File: src/core/fnc_defines.svh
// Purpose: Constants for the fieldbus node config and status block
// Assumes: 200 MHz clock, byte-addressed registers
// Notes: Definitions only
`ifndef FNC_DEFINES_SVH
`define FNC_DEFINES_SVH

// ------------------------------------------------------------
// Timing
// ------------------------------------------------------------
`define FNC_CLK_HZ 200000000
// 1 s cycle half period, ms
`define FNC_FLASH1_HALF_MS 500
// 2 s cycle half period, ms
`define FNC_FLASH2_HALF_MS 1000
// Fast flash half period, ms
`define FNC_FAST_HALF_MS 250
`define FNC_MS_CYCLES(ms) ((`FNC_CLK_HZ / 1000) * (ms))
// Settle cycles before capture
`define FNC_CAPTURE_WAIT 8'h10

// ------------------------------------------------------------
// Settings switch bits (index = switch - 1)
// ------------------------------------------------------------
`define FNC_SW_SIZE_A 0
`define FNC_SW_SIZE_B 1
`define FNC_SW_HOLD 3
`define FNC_SW_BLANK 6
`define FNC_SW_HUND 7

// ------------------------------------------------------------
// Node address limits
// ------------------------------------------------------------
`define FNC_ADDR_MAX 7'h7D

// ------------------------------------------------------------
// Register map, byte offsets
// ------------------------------------------------------------
`define FNC_REG_CFG 8'h00
`define FNC_REG_CTRL 8'h04
`define FNC_REG_STAT 8'h08
`define FNC_REG_IRQ_ST 8'h0C
`define FNC_REG_IRQ_EN 8'h10
`define FNC_REG_IRQ_CLR 8'h14
`define FNC_REG_LEDS 8'h18

// Control register fields
`define FNC_CTRL_DIAG 0
`define FNC_CTRL_HOLD_EN 1
`define FNC_CTRL_RST 2'h3

`endif

File: src/core/fnc_pkg.sv
// Purpose: Types for the fieldbus node config and status block
// Assumes: Constants come from fnc_defines.svh
// Notes: Holds enums and structs only
package fnc_pkg;

    // LED colour drive
    typedef struct packed {
        logic red;
        logic green;
    } fnc_led_s;

    // Master link condition
    typedef enum logic [2:0] {
        FNC_LINK_OK = 3'b000,
        FNC_LINK_NO_DATA = 3'b001,
        FNC_LINK_CFG_MISMATCH = 3'b010,
        FNC_LINK_BAUD_BAD_ADDR = 3'b011,
        FNC_LINK_MASTER_LOST = 3'b100
    } fnc_link_e;

    // Power-up capture sequence
    typedef enum logic [1:0] {
        FNC_ST_WAIT = 2'b00,
        FNC_ST_RUN = 2'b01
    } fnc_state_e;

    // Captured configuration
    typedef struct packed {
        logic [6:0] node_addr;
        logic [2:0] out_bytes;
        logic hold_sw;
        logic blank;
    } fnc_cfg_s;

    // Unit health inputs
    typedef struct packed {
        logic io_diag_err;
        logic valve_count_err;
        logic valve_wire_err;
        logic io_comm_err;
        logic unit_fail;
        logic ctrl_pwr_ok;
        logic out_pwr_ok;
        logic master_diag_err;
    } fnc_health_s;

endpackage

File: src/core/fnc_node_status.sv
// Purpose: Switch capture, valve output gating and status LED patterns
// Assumes: Switches and health flags are asynchronous
// Notes: Patterns use counters on the 200 MHz clock
//
// Operation
// - Capture switches once after power-up only
// - Untouched switches give address zero, 32 outputs
// - Address is hundreds, tens and units switches
// - Address zero or above 125 lights fault LEDs
// - Size switches pick 4, 3, 2, 1 bytes
// - Comm error clears outputs unless hold chosen
// - Hold switch acts only when control bit enables
// - Switch seven blanks all status LEDs
// - Module LED green steady, flashing on I/O error
// - Red flashing for valve faults with diagnostics
// - Alternate on I/O comm fail, red on failure
// - Control power LED green, red if abnormal with diagnostics
// - Output power LED green, red or dark
// - Fault LEDs dark when link is healthy
// - Link up with diagnostics: only system fault
// - No master data: bus fault steady red
// - Config mismatch: system red, bus flashing
// - Bus fault flashes 1 s or 2 s cycle
//
// Decided for this implementation: register access over Wishbone and the address map.
`timescale 1ns/1ps
`include "fnc_defines.svh"

module fnc_node_status
    import fnc_pkg::*;
(
    input wire logic clk_i,
    input wire logic rst_i,
    // Front-panel switches (asynchronous)
    input wire logic [3:0] addr_ones_i,
    input wire logic [3:0] addr_tens_i,
    input wire logic [7:0] settings_i,
    // Unit health and link condition (asynchronous)
    input wire logic [7:0] health_i,
    input wire logic [2:0] link_i,
    // Valve data from the protocol engine
    input wire logic [31:0] valve_data_i,
    // Wishbone classic slave
    input wire logic wb_cyc_i,
    input wire logic wb_stb_i,
    input wire logic wb_we_i,
    input wire logic [7:0] wb_adr_i,
    input wire logic [3:0] wb_sel_i,
    input wire logic [31:0] wb_dat_i,
    output logic [31:0] wb_dat_o,
    output logic wb_ack_o,
    // Outputs
    output logic [31:0] valve_o,
    output logic [6:0] node_addr_o,
    output logic [2:0] out_bytes_o,
    output fnc_led_s module_status_led_o,
    output fnc_led_s control_power_led_o,
    output fnc_led_s output_power_led_o,
    output logic system_fault_led_o,
    output logic bus_fault_led_o,
    output logic irq_o
);

    // ------------------------------------------------------------
    // Timing constants
    // ------------------------------------------------------------
    localparam int unsigned FAST_CYC = `FNC_MS_CYCLES(`FNC_FAST_HALF_MS);
    localparam int unsigned F1_CYC = `FNC_MS_CYCLES(`FNC_FLASH1_HALF_MS);
    localparam int unsigned F2_CYC = `FNC_MS_CYCLES(`FNC_FLASH2_HALF_MS);

    // ------------------------------------------------------------
    // State of the block apart from the input synchronisers
    // ------------------------------------------------------------
    typedef struct packed {
        fnc_state_e st;          // Capture sequence
        logic [7:0] wait_cnt;    // Settle counter
        fnc_cfg_s cfg;           // Captured switches
        logic [27:0] cnt_fast;   // Fast flash divider
        logic [27:0] cnt_f1;     // 1 s cycle divider
        logic [28:0] cnt_f2;     // 2 s cycle divider
        logic ph_fast;           // Fast phase
        logic ph_f1;             // 1 s phase
        logic ph_f2;             // 2 s phase
        logic [1:0] ctrl;        // Control register
        logic [3:0] irq_st;      // Sticky events
        logic [3:0] irq_en;      // Event enables
        logic [3:0] ev_prev;     // Event levels last cycle
        logic [31:0] valve;      // Valve output register
        logic [31:0] vd1; // Valve data, one cycle late
        logic [31:0] vd2; // Valve data, two cycles late
        logic [31:0] rdata;      // Bus read data
        logic ack;               // Bus acknowledge
        fnc_led_s st_led;        // Module status LED
        fnc_led_s cp_led;        // Control power LED
        fnc_led_s op_led;        // Output power LED
        logic sf;                // System fault LED
        logic bf;                // Bus fault LED
    } fnc_regs_s;

    fnc_regs_s s_q;
    fnc_regs_s s_d;

    // ------------------------------------------------------------
    // Two-flop synchronisers for asynchronous inputs
    // ------------------------------------------------------------
    localparam int SYNC_W = 4 + 4 + 8 + 8 + 3;
    logic [SYNC_W-1:0] sync1_q;
    logic [SYNC_W-1:0] sync2_q;

    // Only stage two is read; no reset, capture waits far longer
    always_ff @(posedge clk_i) begin
        sync1_q <= {addr_ones_i, addr_tens_i, settings_i, health_i,
            link_i};
        sync2_q <= sync1_q;
    end

    logic [3:0] ones_s;
    logic [3:0] tens_s;
    logic [7:0] set_s;
    fnc_health_s hl;
    fnc_link_e link;
    assign {ones_s, tens_s, set_s} = sync2_q[SYNC_W-1:11];
    assign hl = fnc_health_s'(sync2_q[10:3]);
    assign link = fnc_link_e'(sync2_q[2:0]);

    // ------------------------------------------------------------
    // Decoding helpers
    // ------------------------------------------------------------
    // Size switches to byte count, off-off is the largest
    function automatic logic [2:0] size_bytes(input logic a, input logic b);
        case ({a, b})
            2'b00: size_bytes = 3'h4;
            2'b01: size_bytes = 3'h3;
            2'b10: size_bytes = 3'h2;
            default: size_bytes = 3'h1;
        endcase
    endfunction

    // Byte-lane 0 write merge
    function automatic logic [3:0] wr_bits(input logic [3:0] old,
        input logic [31:0] d, input logic [3:0] sel);
        wr_bits = sel[0] ? d[3:0] : old;
    endfunction

    // ------------------------------------------------------------
    // Derived conditions
    // ------------------------------------------------------------
    logic addr_err;
    logic diag;
    logic comm_bad;
    logic [3:0] ev_now;
    logic wb_req;

    // Out-of-range address is a fault only once captured
    assign addr_err = (s_q.st == FNC_ST_RUN) &&
        ((s_q.cfg.node_addr == 7'h00) ||
         (s_q.cfg.node_addr > `FNC_ADDR_MAX));
    assign diag = s_q.ctrl[`FNC_CTRL_DIAG];
    assign comm_bad = (link != FNC_LINK_OK) || addr_err;
    assign ev_now = {comm_bad, s_q.sf, s_q.bf, addr_err};
    assign wb_req = wb_cyc_i && wb_stb_i && !s_q.ack;

    // ------------------------------------------------------------
    // Next-state logic
    // ------------------------------------------------------------
    always_comb begin
        logic [7:0] addr_full;
        logic [3:0] rise;
        fnc_led_s st_led;
        logic sf;
        logic bf;
        addr_full = 8'h00;
        rise = 4'h0;
        st_led = '0;
        sf = 1'b0;
        bf = 1'b0;
        s_d = s_q;

        // Capture once after power-up, then freeze
        case (s_q.st)
            FNC_ST_WAIT: begin
                s_d.wait_cnt = s_q.wait_cnt + 8'h01;
                if (s_q.wait_cnt == `FNC_CAPTURE_WAIT) begin
                    // Hundreds from switch 8 plus decimal digits
                    addr_full = (set_s[`FNC_SW_HUND] ? 8'h64 : 8'h00)
                        + {1'b0, tens_s, 3'b000} + {3'b000, tens_s, 1'b0}
                        + {4'h0, ones_s};
                    // Saturate so values 128 to 255 still flag an error
                    s_d.cfg.node_addr = addr_full[7] ? 7'h7F
                        : addr_full[6:0];
                    s_d.cfg.out_bytes = size_bytes(set_s[`FNC_SW_SIZE_A],
                        set_s[`FNC_SW_SIZE_B]);
                    s_d.cfg.hold_sw = set_s[`FNC_SW_HOLD];
                    s_d.cfg.blank = set_s[`FNC_SW_BLANK];
                    s_d.st = FNC_ST_RUN;
                end
            end
            // Later switch moves are ignored
            FNC_ST_RUN: s_d.st = FNC_ST_RUN;
            default: s_d.st = FNC_ST_WAIT;
        endcase

        // Flash dividers with equal on and off phases
        if (s_q.cnt_fast == 28'(FAST_CYC - 1)) begin
            s_d.cnt_fast = '0;
            s_d.ph_fast = !s_q.ph_fast;
        end else begin
            s_d.cnt_fast = s_q.cnt_fast + 28'h1;
        end
        if (s_q.cnt_f1 == 28'(F1_CYC - 1)) begin
            s_d.cnt_f1 = '0;
            s_d.ph_f1 = !s_q.ph_f1;
        end else begin
            s_d.cnt_f1 = s_q.cnt_f1 + 28'h1;
        end
        if (s_q.cnt_f2 == 29'(F2_CYC - 1)) begin
            s_d.cnt_f2 = '0;
            s_d.ph_f2 = !s_q.ph_f2;
        end else begin
            s_d.cnt_f2 = s_q.cnt_f2 + 29'h1;
        end

        // Valve outputs: clear or hold on link loss; data waits two
        // cycles to meet its synced link, so no dead image slips out
        s_d.vd1 = valve_data_i;
        s_d.vd2 = s_q.vd1;
        if (s_q.st != FNC_ST_RUN) begin
            s_d.valve = '0;
        end else if (!comm_bad) begin
            s_d.valve = s_q.vd2 & (32'hFFFF_FFFF >>
                {3'h4 - s_q.cfg.out_bytes, 3'b000});
        end else if (s_q.cfg.hold_sw &&
                     s_q.ctrl[`FNC_CTRL_HOLD_EN]) begin
            s_d.valve = s_q.valve;
        end else begin
            s_d.valve = '0;
        end

        // Module status LED, worst condition first
        if (hl.unit_fail) begin
            st_led = '{red: 1'b1, green: 1'b0};
        end else if (hl.io_comm_err) begin
            st_led = '{red: s_q.ph_fast, green: !s_q.ph_fast};
        end else if (diag && (hl.valve_count_err || hl.valve_wire_err)) begin
            st_led = '{red: s_q.ph_fast, green: 1'b0};
        end else if (hl.io_diag_err) begin
            st_led = '{red: 1'b0, green: s_q.ph_fast};
        end else begin
            st_led = '{red: 1'b0, green: 1'b1};
        end
        // Dark when the control supply is down and diagnostics are off
        if (!hl.ctrl_pwr_ok && !diag) begin
            st_led = '0;
        end

        // Fault LEDs from the link condition
        if (addr_err) begin
            sf = 1'b1;
            bf = 1'b1;
        end else begin
            case (link)
                FNC_LINK_OK: begin
                    sf = hl.master_diag_err;
                    bf = 1'b0;
                end
                FNC_LINK_NO_DATA: bf = 1'b1;
                FNC_LINK_CFG_MISMATCH: begin
                    sf = 1'b1;
                    bf = s_q.ph_fast;
                end
                FNC_LINK_BAUD_BAD_ADDR: bf = s_q.ph_f1;
                FNC_LINK_MASTER_LOST: bf = s_q.ph_f2;
                default: bf = 1'b1; // Unknown code: no data
            endcase
        end

        // LED registers, then blanked by switch 7
        s_d.st_led = st_led;
        s_d.cp_led = '{red: !hl.ctrl_pwr_ok && diag,
            green: hl.ctrl_pwr_ok};
        s_d.op_led = '{red: !hl.out_pwr_ok && diag,
            green: hl.out_pwr_ok};
        s_d.sf = sf;
        s_d.bf = bf;
        if (s_q.cfg.blank) begin
            {s_d.st_led, s_d.cp_led, s_d.op_led, s_d.sf, s_d.bf} = '0;
        end
        // Interrupt events on rising levels; set wins over clear
        s_d.ev_prev = ev_now;
        rise = ev_now & ~s_q.ev_prev;

        // Wishbone slave, ack registered one cycle after the request
        s_d.ack = wb_req;
        s_d.rdata = '0;
        if (wb_req && !wb_we_i) begin
            case (wb_adr_i)
                `FNC_REG_CFG: s_d.rdata = {20'h0, s_q.cfg.hold_sw,
                    s_q.cfg.out_bytes, 1'b0, s_q.cfg.node_addr};
                `FNC_REG_CTRL: s_d.rdata = {30'h0, s_q.ctrl};
                `FNC_REG_STAT: s_d.rdata = {24'h0, s_q.st == FNC_ST_RUN,
                    addr_err, s_q.cfg.blank, link, s_q.sf, s_q.bf};
                `FNC_REG_IRQ_ST: s_d.rdata = {28'h0, s_q.irq_st};
                `FNC_REG_IRQ_EN: s_d.rdata = {28'h0, s_q.irq_en};
                `FNC_REG_LEDS: s_d.rdata = {26'h0, s_q.st_led,
                    s_q.cp_led, s_q.op_led};
                default: s_d.rdata = '0; // Unmapped reads zero
            endcase
        end
        if (wb_req && wb_we_i) begin
            case (wb_adr_i)
                `FNC_REG_CTRL: s_d.ctrl = 2'(wr_bits({2'b00, s_q.ctrl},
                    wb_dat_i, wb_sel_i));
                `FNC_REG_IRQ_EN: s_d.irq_en = wr_bits(s_q.irq_en,
                    wb_dat_i, wb_sel_i);
                `FNC_REG_IRQ_CLR: begin
                    if (wb_sel_i[0]) begin
                        s_d.irq_st = s_q.irq_st & ~wb_dat_i[3:0];
                    end
                end
                default: ; // Read-only or unmapped: write dropped
            endcase
        end
        s_d.irq_st = s_d.irq_st | rise;
    end

    // ------------------------------------------------------------
    // State register
    // ------------------------------------------------------------
    always_ff @(posedge clk_i) begin
        if (rst_i) begin
            s_q <= '0;
            s_q.st <= FNC_ST_WAIT;
            s_q.cfg.out_bytes <= 3'h4;
            s_q.ctrl <= `FNC_CTRL_RST;
        end else begin
            s_q <= s_d;
        end
    end

    // ------------------------------------------------------------
    // Outputs
    // ------------------------------------------------------------
    assign wb_dat_o = s_q.rdata;
    assign wb_ack_o = s_q.ack;
    assign valve_o = s_q.valve;
    assign node_addr_o = s_q.cfg.node_addr;
    assign out_bytes_o = s_q.cfg.out_bytes;
    assign module_status_led_o = s_q.st_led;
    assign control_power_led_o = s_q.cp_led;
    assign output_power_led_o = s_q.op_led;
    assign system_fault_led_o = s_q.sf;
    assign bus_fault_led_o = s_q.bf;
    assign irq_o = |(s_q.irq_st & s_q.irq_en);

endmodule

File: config.mk
export PLATFORM = sky130hd
export DESIGN_NAME = fnc_node_status
export DESIGN_NICKNAME = d
export VERILOG_FILES = /design/src/core/fnc_pkg.sv /design/src/core/fnc_node_status.sv
export VERILOG_INCLUDE_DIRS = /design/src /design/src/core
export SDC_FILE = /design/constraint.sdc
export NUM_CORES = 1
export LEC_CHECK = 0
export ABC_CLOCK_PERIOD_IN_PS = 2270
export BUFFER_PORTS_ARGS = -buffer_cell sky130_fd_sc_hd__buf_2
export CORE_ASPECT_RATIO = 0.6
export CORE_UTILIZATION = 25
export DETAILED_ROUTE_END_ITERATION = 16
export PLACE_DENSITY = 0.41
export SLEW_MARGIN = 20
export SYNTH_ARGS = -nofsm -noshare
export SYNTH_HDL_FRONTEND = slang
export SYNTH_SLANG_ARGS = --single-unit
File: constraint.sdc
create_clock -name clk_i -period 2.27 [get_ports clk_i]
set_clock_uncertainty 0.15 [all_clocks]
set_input_delay 0.1135 -clock clk_i [delete_from_list [all_inputs] [get_ports clk_i]]
set_output_delay 0.1135 -clock clk_i [all_outputs]
set_load 0.05 [all_outputs]
### Yosys cells after proc, flatten, opt, wreduce, memory -nomap -nowiden

Cells that the tools add are included.

* input bits: 108
* register bits: 315
* word-level logic and storage cells: 128
* output and inout bits: 84

* add/subtract/negate cells: 8
* bitwise gates (word level): 8
* mux-type cells: 21
* magnitude comparators: 1
* shift operators: 1
* equal/unequal tests: 19
* reduce and logical (&&, ||, !) cells: 39

Operators with widths (number)
* one-hot mux 12 bit (6 select lines): 1
* 2-to-1 mux 32 bit: 2
* adder 28 x 1 -> 28 bit (second input constant): 2
* AND 32 bit: 1
* equality test 8 x 5 -> 1 bit (second input constant): 4
* right shift 32 x 6 -> 32 bit (first input constant): 1
* adder 29 x 1 -> 29 bit (second input constant): 1
* equality test 29 x 28 -> 1 bit (second input constant): 1
* equality test 28 x 26 -> 1 bit (second input constant): 1
* equality test 28 x 27 -> 1 bit (second input constant): 1
* equality test 8 x 4 -> 1 bit (second input constant): 2
* 2-to-1 mux 4 bit: 4
* 2-to-1 mux 7 bit: 2
* AND 4 bit: 3
* OR reduction 2 bit: 6
* logical AND 1 bit: 10
* one-hot mux 3 bit (3 select lines): 1
* adder 7 x 7 -> 8 bit: 1
* adder 8 x 1 -> 8 bit (second input constant): 1
* adder 8 x 4 -> 8 bit: 1
* adder 8 x 5 -> 8 bit: 1
* equality test 8 x 3 -> 1 bit (second input constant): 1
* zero test 1 bit: 8
* zero test 8 bit: 1
* other kinds (26): 40

### Depth between registers and ports, before layout

* depth after elaboration: 6
* mapped depth: 11
* mapped depth without buffers: 11

### Least setup slack after synthesis

Ideal clock, no wire load.

* path type: register to register
* start point: register sync2_q[19]
* end point: register s_q, in the netlist node_addr_o[0]
* required time: 1977 ps
* arrival: 2207 ps
* setup time: 143 ps
* clock period less this slack: 2500 ps
* buffers on the path: 0
* slack: -230 ps
* cell stages (with the launch flop): 10
* cells stage by stage: dfxtp_1 -> inv_1 -> fa_1 -> inv_1 -> ha_1 -> a211oi_1 -> o21bai_1 -> a21oi_1 -> xor2_1 -> a311oi_1

* cells in the longest elaborated chain, start to end: 4

Ends and longest elaborated chain
* start, declared: line fnc_node_status.sv:108 `logic [SYNC_W-1:0] sync2_q;`
* start signal, assigned: line fnc_node_status.sv:114 `sync2_q <= sync1_q;`
* adder 7 x 7 -> 8 bit: line fnc_node_status.sv:185 `` addr_full = (set_s[`FNC_SW_HUND] ? 8'h64 : 8'h00) ``
* adder 8 x 5 -> 8 bit *: line fnc_node_status.sv:185
* adder 8 x 4 -> 8 bit *: line fnc_node_status.sv:185
* 2-to-1 mux 7 bit *: line fnc_node_status.sv:189 `s_d.cfg.node_addr = addr_full[7] ? 7'h7F`
* end, declared: line fnc_node_status.sv:100 `fnc_regs_s s_q;`

Every way passes the cells marked *; elsewhere a longest branch is shown, timed or not.
A chain may end at the register's enable or synchronous reset.

### Final worst setup path

* start point: register sync2_q[26]
* end point: register s_q, in the netlist node_addr_o[4]

* cells in the longest elaborated chain, start to end: 2

Ends and longest elaborated chain (line)
* adder 8 x 4 -> 8 bit: fnc_node_status.sv:185
* 2-to-1 mux 7 bit: fnc_node_status.sv:189

No other way between the ends.

==> impl_metrics.yaml <==
logic_synthesis:
  yosysMostFrequentCell: "dfxtp_1"
  avgSynthCellArea_um2: 9.61
  synth_edf_count: 0
  yosys.cell_types.count: 62
  yosysWarnings: 0
  synth_top_area_share_pct: 50.9
  synthesis.area_um2: 11300
  synth_top_cell_by_area: "dfxtp_1"
  synth_area_leaders: "dfxtp_1 (51%), buf_4 (5.6%), xor2_1 (4.0%), nor2_1 (4.0%), nor2b_1 (3.8%)"
  synth_ff_type: "dfxtp_1"
  synthArstFlopShare_pct: 0
  syn_inst: 1179
  synth_seq_area_share_pct: 50.9
  synth_common_cells: "dfxtp_1 (288), nor2_1 (120), buf_4 (85)"
  yosys_register_bits: 288
timing:
  worst_pin_slew_ns: 0.573
  slew_headroom_pct: 61.7
  fmax_mhz: 423
  setup_violations: 7
  hold_ws_ns: 0.0233
  min_period_over_period_pct: 104
  fin_crit_ns: 2.36
  slew_viol_final: 0
  worst_slack_ns: -0.0945
  rsz0062_at_grt: "true"
  finalHoldViolCount: 0
clock_network:
  htree_levels: 1
  clock_path_buffers: 3
  clockRootBuffer: "clkbuf_16"
  clk_latency_ns: 0.57
  clkTransAtPathRegs_ns: 0.06
  clock_sinks: 288
  cts_buffers: 30
  cts_tree: "built"
floorplan:
  ioPinCount: 192
  design.die.area_um2: 46200
  start_util_pct: 25.8
  fp-row-count: 59
  die_w_um: 277
  die_h_um: 167
  core_area_um2: 44000
worst_setup_path:
  crit_path_start_kind: "register"
  crit_top_cell: "inv_2"
  path_max_fanout: 7
  r2r_start: "sync2_q[26]"
  cp_num_buf_inv: 3
  setup.worst_path.class: "register to register"
  crit_chain: "inv_2 -> fa_1 -> inv_2 -> ha_4 -> a211oi_2 -> o21bai_1 -> a21oi_2 -> xor2_2 -> buf_6 -> a311oi_2"
  cp_slowest_cell: "fa_1"
  reg2reg_slack_ns: -0.09
  timing.critical_path.arrival_ns: 2.69
  cp.required_ns: 2.60
  slowest_delay_ns: 0.56
  worstRegToRegCells: 10
  endpoint_kind: "register"
  rr_endpoint: "node_addr_o[4]"
  crit_family: "adder cells"
routing:
  routed_wl_mm: 29.7
  drc: 0
  drt_pass1_iterations: 5
  detail-route-antenna-nets: 0
  vias: 8522
  detail_route.wl_per_cell_um: 15.0
  drt_iter0_markers: 453
  vias_per_cell: 4.29
min_path:
  hold_path_end: "sync1_q[7]"
  whs_path_depth: 2
  min_path_type: "input port to register"
  min-delay-start: "health_i[4]"
place:
  dp_cells: 1845
  place_congestion: 0.783
  io_buffers: 137
  hpwl_mm: 20.8
power_and_ir_drop:
  peakVddDrop_uv: 468
  powerDensity_nw_per_um2: 768
  power_frac_comb_pct: 6.6
  p_sw_share_pct: 23.2
  power_uw: 11100
  power_frac_clock_pct: 46.0
  power.net_switching_uw: 2580
  leakagePower_uw: 0.00587
  intPower_uw: 8520
  seqPwrFrac_pct: 47.4
finish:
  drive_above_1_share_pct: 21.1
  final_util_pct: 32.8
  instances_no_fill: 1988
  final_nets: 1516
  n_antenna_cell: 0
  synthToLayoutAreaGrowth_pct: 27.5
global_routing:
  grt_pass1_wl_mm: 47.5
  grt-ovfl-total: 0
  grt_pass1_vias: 8365
  track_usage_pct: 12.8
  grt_max_degree: 43
  antenna_found_initial: 2
job:
  drv_cap: 0
status:
  outcome: "complete, but fails checks"
  violations: "negative setup slack"
## per-layer routing
| layer | GRT usage, % | part of all wire (%) |
|---|---|---|
| met2 | 19.8 | 43 |
| met1 | 18.1 | 51 |
| met4 | 3.04 | 2.1 |
| met5 | 0 | 0 |
| met3 | 2.61 | 3.5 |
## cells in the final DEF, fill, tap and decap left out, types with 5 or more instances in the layout
cell,instances
nand3_1,63
nor3_1,18
buf_2,134
inv_1,38
o21ai_0,16
ha_1,18
a311oi_1,6
nor2b_1,68
clkinv_2,5
clkbuf_1,8
a22oi_1,6
conb_1,20
buf_4,59
nor4_1,5
and2_1,6
clkbuf_8,8
dlygate4sd3_1,83
a21oi_1,40
mux2i_1,11
and3_1,40
nand2_1,71
o22ai_1,11
dfxtp_1,284
nand4_1,31
nand2b_1,10
o32ai_1,6
xor2_1,51
xnor2_1,18
clkbuf_16,31
or4_1,5
nor2_1,116
a32o_1,16
or3_1,7
inv_2,6
and4_1,6
## cell families (layout without fill, tap and decap cells)
kind of cell	Yosys count	after routing	synth area share, %
buffers and inverters	171	382	8.68
AND/OR/NAND/NOR	478	478	22.3
other	1	20	0.0331
XOR/XNOR	70	70	5.41
AO/OA/AOI/OAI	130	130	7.87
adder cells (fa/ha/maj)	23	23	2.74
flip-flops	288	288	50.9
multiplexers	18	18	2.06
## how the worst max path moves through the flow
stage                startpoint        endpoint  slack [ns]  cells after the start
finish              sync2_q[26]  node_addr_o[4]       -0.09                     10
detailed placement  sync2_q[21]  node_addr_o[0]       -0.12                      9
global route        sync2_q[18]  node_addr_o[6]       -0.20                     11
floorplan           sync2_q[26]  node_addr_o[4]       0.003                      9
global placement    sync2_q[26]  node_addr_o[0]       -0.14                      9
CTS                 sync2_q[26]  node_addr_o[4]       -0.09                     10
## through the flow
| step | setup slack [ns] | TNS (ns) | cell area [um2] |
|---|---|---|---|
| 2_1_floorplan | 0.00290 | 0 | 11400 |
| 3_3_place_gp | -0.143 | -0.983 | 12500 |
| 3_5_place_dp | -0.117 | -0.750 | 12500 |
| 4_1_cts | -0.0877 | -0.394 | 14400 |
| 5_1_grt | -0.198 | -1.10 | 14400 |
| 6_report | -0.0945 | -0.329 | 14400 |
## final cells by class
class	instances	area, um2
fillers	4580	29500
multi-input cells	739	4750
flip-flops and latches	288	5770
clock inverters	9	110
inverters	45	171
clock buffers	47	916
repair buffers	281	2010
well taps	579	724
## state kept, by name, summed over array words and instances, names as in the netlist
| signal | flops |
|---|---|
| module_status_led_o | 2 |
| sync2_q | 24 |
| control_power_led_o | 2 |
| sync1_q | 24 |
| s_d | 32 |
| wb_ack_o | 1 |
| diag | 1 |
| valve_o | 32 |
| out_bytes_o | 3 |
| system_fault_led_o | 1 |
| bus_fault_led_o | 1 |
| output_power_led_o | 2 |
| s_q | 144 |
| wb_dat_o | 12 |
| node_addr_o | 7 |
## power by group through the flow
| stage | combinational, uW | clock [uW] | sequential (uW) |
|---|---|---|---|
| after floorplan | 418 | 0 | 5360 |
| after global placement | 595 | 0 | 5370 |
| after detailed placement | 595 | 0 | 5370 |
| after CTS | 725 | 5330 | 5260 |
| after global routing | 800 | 5560 | 5270 |
| final | 728 | 5110 | 5260 |
## timing repair
item	4_1_cts	5_1_grt
cloned	0	0
setup endpoints to repair	7	32
hold buffers	83	1
resized for setup	10	16
hold endpoints to repair	97	1
setup buffers	1	3
pin swaps	7	6
No activity file was read; power rests on OpenSTA's default activity.
